===== src/pkg/lss_pkg.sv =====
/*
 * Shared constants of the LED sink shift interface: register map, field
 * positions, reset values, synchroniser layout and watchdog timing.
 * Assumes a 50 MHz system clock and a 32-bit classic Wishbone register bus.
 */
package lss_pkg;

    // --------------------------------------------------------------
    // Register map (byte addresses)
    // --------------------------------------------------------------
    localparam logic [7:0] LSS_ADR_STATUS = 8'h00;
    localparam logic [7:0] LSS_ADR_CTRL = 8'h04;

    // STATUS fields
    localparam int LSS_ST_SHIFT_LSB = 0;
    localparam int LSS_ST_LATCH_LSB = 8;
    localparam int LSS_ST_FAULT = 16;
    localparam int LSS_ST_WD_HOLD = 17;
    localparam int LSS_ST_OVERTEMP = 18;
    localparam int LSS_ST_GATE = 19;

    // CTRL fields and reset value
    localparam int LSS_CT_SOFT_BLANK = 0;
    localparam int LSS_CT_WD_ENABLE = 1;
    localparam logic [1:0] LSS_CTRL_RST = 2'h2;

    // --------------------------------------------------------------
    // Frame and synchroniser layout
    // --------------------------------------------------------------
    localparam int LSS_NBITS = 8;
    localparam int LSS_FAULT_HI = 6;
    localparam int LSS_FAULT_LO = 5;
    localparam int LSS_SY_SCLK = 0;
    localparam int LSS_SY_SDIN = 1;
    localparam int LSS_SY_LOAD = 2;
    localparam int LSS_SY_GATE = 3;
    localparam int LSS_SY_OTEMP = 4;
    localparam int LSS_SY_SENSE = 5;
    localparam int LSS_SY_W = LSS_SY_SENSE + LSS_NBITS;

    // --------------------------------------------------------------
    // Watchdog timing
    // --------------------------------------------------------------
    localparam longint LSS_CLK_HZ = 64'h0000_0000_02FA_F080;
    localparam longint LSS_WD_TIMEOUT_S = 64'h0000_0000_0000_0001;
    localparam longint LSS_WD_CYCLES = LSS_WD_TIMEOUT_S * LSS_CLK_HZ;
    localparam int LSS_TB_CYCLES = 32'h0000_03E8;
    localparam int LSS_WD_TICKS = int'(LSS_WD_CYCLES / LSS_TB_CYCLES);

endpackage : lss_pkg


===== src/rtl/lss_shift_if.sv =====
/*
 * Serial front end of an eight-channel LED sink driver with a Wishbone
 * status/control port. Assumes all serial pins, the gate, the overtemp
 * indication and the sense lines are asynchronous to MCLK.
 */
// The Wishbone interface to the registers and the address map were chosen for this implementation.
`timescale 1ns/1ps
module lss_shift_if
    import lss_pkg::*;
#(
    parameter int TB_CYCLES = LSS_TB_CYCLES,
    parameter int WD_TICKS = LSS_WD_TICKS
) (
    input wire logic MCLK,
    input wire logic RSTN,
    input wire logic CYC_I,
    input wire logic STB_I,
    input wire logic WE_I,
    input wire logic [7:0] ADR_I,
    input wire logic [3:0] SEL_I,
    input wire logic [31:0] DAT_I,
    output logic [31:0] DAT_O,
    output logic ACK_O,
    input wire logic SCLK,
    input wire logic SDIN,
    input wire logic LATCH_LOAD,
    input wire logic GATE_N,
    input wire logic OVERTEMP,
    input wire logic [7:0] SENSE_OK,
    output logic SDOUT,
    output logic [7:0] LED_SINKS_O,
    output logic [7:0] LED_SINKS_OE
);

    // ----------------------------------------------------------------
    // Declarations
    // ----------------------------------------------------------------
    logic [LSS_SY_W-1:0] raw;
    logic [LSS_SY_W-1:0] sy1_q;
    logic [LSS_SY_W-1:0] sy2_q;
    logic [LSS_SY_W-1:0] sy3_q;
    logic sclk_rise;
    logic load_rise;
    logic activity;
    logic wd_expire;
    logic [7:0] shift_q;
    logic [7:0] latch_q;
    logic fchk_q;
    logic fault_q;
    logic fault_now;
    logic wd_hold_q;
    logic [1:0] ctrl_q;
    logic [7:0] sink_oe_q;
    logic [7:0] sink_o_q;
    logic ack_q;
    logic [31:0] dat_q;
    logic [31:0] rd_d;
    logic bus_req;
    logic wr_ctrl;

    // ----------------------------------------------------------------
    // Input synchronisers
    // ----------------------------------------------------------------
    assign raw = {SENSE_OK, OVERTEMP, GATE_N, LATCH_LOAD, SDIN, SCLK};

    // Stage one feeds stage two only; edges compare stages two and three
    for (genvar i = 0; i < LSS_SY_W; i++) begin : g_sync
        always_ff @(posedge MCLK) begin
            if (!RSTN) begin
                sy1_q[i] <= 1'b0;
                sy2_q[i] <= 1'b0;
                sy3_q[i] <= 1'b0;
            end else begin
                sy1_q[i] <= raw[i];
                sy2_q[i] <= sy1_q[i];
                sy3_q[i] <= sy2_q[i];
            end
        end
    end

    assign sclk_rise = sy2_q[LSS_SY_SCLK] && !sy3_q[LSS_SY_SCLK];
    assign load_rise = sy2_q[LSS_SY_LOAD] && !sy3_q[LSS_SY_LOAD];
    // Any toggle on clock, data or load counts as activity
    assign activity = |(sy2_q[LSS_SY_LOAD:LSS_SY_SCLK] ^ sy3_q[LSS_SY_LOAD:LSS_SY_SCLK]);

    // ----------------------------------------------------------------
    // Watchdog
    // ----------------------------------------------------------------
    lss_watchdog #(
        .TB_CYCLES(TB_CYCLES),
        .WD_TICKS(WD_TICKS)
    ) u_wd (
        .clk(MCLK),
        .rst_n(RSTN),
        .enable(ctrl_q[LSS_CT_WD_ENABLE]),
        .kick(activity),
        .expire(wd_expire)
    );

    // Hold keeps a still-high load from refilling the latch after timeout
    always_ff @(posedge MCLK) begin
        if (!RSTN || activity) begin
            wd_hold_q <= 1'b0;
        end else if (wd_expire) begin
            wd_hold_q <= 1'b1;
        end
    end

    // ----------------------------------------------------------------
    // Shift register and fault insertion
    // ----------------------------------------------------------------
    always_ff @(posedge MCLK) begin
        if (!RSTN) begin
            shift_q <= 8'h00;
        end else if (sclk_rise) begin
            shift_q <= {shift_q[6:0], sy2_q[LSS_SY_SDIN]};
        end else if (fchk_q) begin
            shift_q[LSS_FAULT_HI] <= fault_now;
            shift_q[LSS_FAULT_LO] <= fault_now;
        end
    end

    // Last stage drives the cascade output directly
    assign SDOUT = shift_q[LSS_NBITS-1];

    // ----------------------------------------------------------------
    // Output latch
    // ----------------------------------------------------------------
    // Stays transparent after fault insertion, so a long load also shows D6/D5
    always_ff @(posedge MCLK) begin
        if (!RSTN) begin
            latch_q <= 8'h00;
        end else if (wd_expire) begin
            latch_q <= 8'h00;
        end else if (sy2_q[LSS_SY_LOAD] && !wd_hold_q) begin
            latch_q <= shift_q;
        end
    end

    // ----------------------------------------------------------------
    // Open-circuit check
    // ----------------------------------------------------------------
    // Checked one cycle after the load edge so the latch already holds new data
    assign fault_now = |(latch_q & ~sy2_q[LSS_SY_SENSE +: LSS_NBITS]);

    always_ff @(posedge MCLK) begin
        if (!RSTN) begin
            fchk_q <= 1'b0;
        end else begin
            fchk_q <= load_rise;
        end
    end

    always_ff @(posedge MCLK) begin
        if (!RSTN) begin
            fault_q <= 1'b0;
        end else if (fchk_q) begin
            fault_q <= fault_now;
        end
    end

    // ----------------------------------------------------------------
    // Sink drive
    // ----------------------------------------------------------------
    // Sinks pull low when enabled; blanking never alters stored state
    always_ff @(posedge MCLK) begin
        if (!RSTN) begin
            sink_oe_q <= 8'h00;
            sink_o_q <= 8'h00;
        end else begin
            sink_o_q <= 8'h00;
            sink_oe_q <= latch_q & {8{!sy2_q[LSS_SY_GATE] && !sy2_q[LSS_SY_OTEMP]
                         && !ctrl_q[LSS_CT_SOFT_BLANK]}};
        end
    end

    assign LED_SINKS_OE = sink_oe_q;
    assign LED_SINKS_O = sink_o_q;

    // ----------------------------------------------------------------
    // Wishbone slave
    // ----------------------------------------------------------------
    assign bus_req = CYC_I && STB_I;
    assign wr_ctrl = bus_req && ack_q && WE_I && SEL_I[0] && (ADR_I == LSS_ADR_CTRL);

    always_comb begin
        rd_d = 32'h0000_0000;
        case (ADR_I)
            LSS_ADR_STATUS: begin
                rd_d[LSS_ST_SHIFT_LSB +: 8] = shift_q;
                rd_d[LSS_ST_LATCH_LSB +: 8] = latch_q;
                rd_d[LSS_ST_FAULT] = fault_q;
                rd_d[LSS_ST_WD_HOLD] = wd_hold_q;
                rd_d[LSS_ST_OVERTEMP] = sy2_q[LSS_SY_OTEMP];
                rd_d[LSS_ST_GATE] = sy2_q[LSS_SY_GATE];
            end
            LSS_ADR_CTRL: begin
                rd_d[1:0] = ctrl_q;
            end
            default: begin
                rd_d = 32'h0000_0000;
            end
        endcase
    end

    // Answer one cycle after the request appears; drop it the cycle after
    always_ff @(posedge MCLK) begin
        if (!RSTN) begin
            ack_q <= 1'b0;
            dat_q <= 32'h0000_0000;
        end else begin
            ack_q <= bus_req && !ack_q;
            dat_q <= rd_d;
        end
    end

    always_ff @(posedge MCLK) begin
        if (!RSTN) begin
            ctrl_q <= LSS_CTRL_RST;
        end else if (wr_ctrl) begin
            ctrl_q <= DAT_I[1:0];
        end
    end

    assign ACK_O = ack_q;
    assign DAT_O = dat_q;
endmodule : lss_shift_if


===== src/rtl/lss_watchdog.sv =====
/*
 * Idle watchdog: a free-running timebase prescaler and a tick counter.
 * Assumes kick is a one-cycle pulse on serial-line activity, on clk.
 */
`timescale 1ns/1ps
module lss_watchdog
    import lss_pkg::*;
#(
    parameter int TB_CYCLES = LSS_TB_CYCLES,
    parameter int WD_TICKS = LSS_WD_TICKS
) (
    input wire logic clk,
    input wire logic rst_n,
    input wire logic enable,
    input wire logic kick,
    output logic expire
);

    logic [31:0] pre_q;
    logic [31:0] tick_cnt_q;
    logic tick;
    logic armed_q;

    // ----------------------------------------------------------------
    // Timebase runs free of the serial clock
    // ----------------------------------------------------------------
    assign tick = (pre_q == 32'(TB_CYCLES - 1));

    always_ff @(posedge clk) begin
        if (!rst_n || tick) begin
            pre_q <= 32'h0000_0000;
        end else begin
            pre_q <= pre_q + 32'h0000_0001;
        end
    end

    // Fires once per idle spell; re-armed by activity so it never locks up
    always_ff @(posedge clk) begin
        if (!rst_n || kick || !enable) begin
            tick_cnt_q <= 32'h0000_0000;
            armed_q <= 1'b1;
        end else if (tick && armed_q) begin
            if (tick_cnt_q == 32'(WD_TICKS - 1)) begin
                armed_q <= 1'b0;
            end
            tick_cnt_q <= tick_cnt_q + 32'h0000_0001;
        end
    end

    assign expire = tick && armed_q && enable && !kick
                    && (tick_cnt_q == 32'(WD_TICKS - 1));

endmodule : lss_watchdog


===== config.mk =====
export PLATFORM = sky130hd
export DESIGN_NAME = lss_shift_if
export DESIGN_NICKNAME = d
export VERILOG_FILES = /design/src/pkg/lss_pkg.sv /design/src/rtl/lss_shift_if.sv /design/src/rtl/lss_watchdog.sv
export SDC_FILE = /design/constraint.sdc
export NUM_CORES = 1
export LEC_CHECK = 0
export BUFFER_PORTS_ARGS = -buffer_cell sky130_fd_sc_hd__buf_2
export CORE_MARGIN = 1
export CORE_UTILIZATION = 55
export CTS_CLUSTER_SIZE = 28
export DETAILED_ROUTE_END_ITERATION = 12
export GPL_ROUTABILITY_DRIVEN = 1
export PLACE_DENSITY = 0.8
export SYNTH_ARGS = -nofsm -noshare
export SYNTH_HDL_FRONTEND = slang
export SYNTH_SLANG_ARGS = --single-unit

===== constraint.sdc =====
create_clock -name MCLK -period 2.5 [get_ports MCLK]
set_input_delay 0.125 -clock MCLK [delete_from_list [all_inputs] [get_ports MCLK]]
set_output_delay 0.125 -clock MCLK [all_outputs]
set_load 0.02 [all_outputs]

==> reports/metrics.yaml <==
worst_setup_path:
  worst_ep_arrival_time_ps: 2800
  start_kind: "register"
  timing.rr.end: "u_wd.tick_cnt_q[31]"
  cp-startpoint: "u_wd.pre_q[20]"
  critPathTopFamily: "simple AND/OR/NAND/NOR gates"
  worst-setup-path-type: "reg -> reg"
  cp_slowest_cell: "or4_4"
  r2r-start: "u_wd.pre_q[20]"
  worstPathCellList: "nor4_4 > nand4_2 > or4_4 > or4_1 > a21oi_1"
  rr_worst_depth: 5
  cp.required_ps: 2960
  cp_slowest_stage_delay_ps: 700
  worst-path-buf-inv: 0
  crit_fanout: 23
  endpoint_kind: "register"
  rrSetupSlack_ps: 170
pwr:
  power_density_nw_per_um2: 735
  leakagePower_nw: 2.65
  vdd_drop_max_mv: 0.618
  p_total_mw: 5.19
min_path:
  holdPathStages: 5
  worstHoldStart: "SEL_I[0]"
  hold_end: "ctrl_q[0]"
  holdCritPathClass: "in -> reg"
sta:
  timing.final.ws_setup_ps: 166
  drv_slew: 0
  setup_tns_ps: 0
  rsz0062_at_grt: "no"
  tightest_slew_ps: 582
  hold_slack_ps: 127
  fmaxAchievable_mhz: 428
  post-route-period-util_pct: 93.3
  skew_ps: 8.23
  period_needed_ps: 2330
  setup_viol: 0
  slew_headroom_pct: 60.8
  hold_violations: 0
global_route:
  grt_pass1_wl_um: 21200
  use_met2_pct: 39.7
  grt.busiest_layer: "met2"
  grt.overflow.total: 0
  grt_use_total_pct: 24.3
  grt_pass1_vias: 4595
  grt_use_met3_pct: 6.67
  grtUsageMet1_pct: 29.6
  grt_max_degree: 34
  antenna_found_initial: 0
floorplan:
  die_area_um2: 10900
  core-area_um2: 10300
  initial_core_util_pct: 56.4
  dieHeight_um: 105
  boundaryPins: 112
  rows: 37
  die_w_um: 105
finish:
  antenna_cells: 0
  multi_input_area_um2: 2650
  fin_util_pct: 68.7
  nets: 788
  fin_area_um2: 7060
  drive_above_1_share_pct: 15.5
  ff_latch_area_um2: 2880
  syn_to_final_growth_pct: 21.9
  fillers: 773
  finalNonFillerCells: 871
yosys:
  yosys_warnings: 0
  syn-mean-instance-area_um2: 9.12
  ys_seq_elements: 144
  async_flop_share_pct: 0
  yosys.area.top_type: "dfxtp_1"
  ys_types: 41
  synth_top_area_share_pct: 49.8
  synth-edff-count: 0
  synth-main-ff-cell: "dfxtp_1"
  syn_inst: 635
  synth.most_common_cell: "dfxtp_1"
  yosys-top-cells-count: "dfxtp_1 (144), nor2_1 (73), and2_1 (56), nand2_1 (34), xnor2_1 (32)"
  syn_area_um2: 5790
  seq_area_frac_synth_pct: 49.8
  synth.area.top_cells: "dfxtp_1 (50%), and2_1 (6.0%), xnor2_1 (4.8%), nor2_1 (4.7%), nor4_1 (3.1%)"
job:
  max-cap-violations: 0
cts:
  cts_buffers: 17
  cts_tree: "built"
  cts_buffer_depth: 2
  post_cts_buffers: 0
  cts.clk_slew.worst_paths_ps: 60
  cts.sinks: 144
  clock_latency_ps: 540
  htree_num_levels: 4
  root_buffer: "clkbuf_8"
place:
  gp_congestion: 0.859
  dpl.hpwl_um: 7980
  placed_area_um2: 6180
  place_ws_ps: 181
  dp_cells: 814
  io_buffers: 58
detailed_routing:
  drt_first_pass_iters: 5
  vias: 4757
  wl_per_cell_um: 14.5
  drc: 0
  drt_wl_total_um: 12700
  drt-vias-per-instance: 5.46
  antenna_left: 0
  drt_iter0_drc: 249
run_status:
  status: "completed"
==> worst reg2reg max path, delay by kind of cell, from the launching register on <==
kind             cells  cell delay [ps]
AO/OA/AOI/OAI        1              170
flip-flops           1              380
AND/OR/NAND/NOR      4             1720
==> sequential cells by signal, summed over array words and instances (netlist names), 2 cells and up <==
signal	flops
u_wd.pre_q	32
sy2_q	13
latch_q	8
sy3_q	3
ctrl_q	2
sy1_q	13
u_wd.tick_cnt_q	32
LED_SINKS_OE	8
DAT_O	20
shift_q	8
==> final cells by class <==
cell class | instances | area share (%)
inverter | 14 | 0.744
tap | 136 | 2.41
timing repair buffer | 100 | 9.64
clock inverter | 12 | 2.52
sequential | 144 | 40.8
multi-input combinational | 445 | 37.6
clock buffer | 20 | 6.31
==> cells in the final DEF, fill, tap and decap left out, types with 17 or more instances in the layout <==
cell type,netlist,layout
nand3_1,27,27
conb_1,1,20
and2_1,56,56
dfxtp_1,144,144
nand4_1,19,19
nor2_1,73,73
o21ai_0,18,18
nand2_1,34,34
nor4_1,29,28
dlygate4sd3_1,0,25
a21oi_1,26,26
or3_1,17,17
buf_2,1,58
xnor2_1,32,32
==> layer usage <==
layer	part of all wire, %	up-vias
met5	0	-
met4	2.5	0
met3	4.2	29
met2	49	118
met1	44	2279
li1	-	2331
==> logic make-up after synthesis <==
family | synth area share, %
compound gates | 5.42
xor+xnor | 6.20
fa+ha+maj | 0.864
buf+inv | 5.79
flops | 49.8
mux | 2.42
other cells | 0.0647
simple gates | 29.5
==> report_power, final <==
| group | switching (mW) | internal [mW] | leakage, nW |
|---|---|---|---|
| logic | 0.113 | 0.0771 | 1.18 |
| clock network | 0.980 | 1.68 | 0.306 |
| registers | 0.0129 | 2.32 | 1.17 |
| total | 1.11 | 4.08 | 2.65 |
==> worst max path at each step <==
stage          slack (ps)  cells after the start                  end
4_1_cts               150                      5  u_wd.tick_cnt_q[31]
3_5_place_dp          180                      5  u_wd.tick_cnt_q[31]
5_1_grt                20                      5  u_wd.tick_cnt_q[23]
2_1_floorplan         350                      7  u_wd.tick_cnt_q[23]
3_3_place_gp          190                      5  u_wd.tick_cnt_q[23]
6_report              170                      5  u_wd.tick_cnt_q[31]
==> timing repair <==
action	CTS	global route
resized for setup	0	1
setup endpoints to repair	0	3
hold endpoints to repair	28	0
hold buffers	25	0
Power figures use the tool's default switching activity.
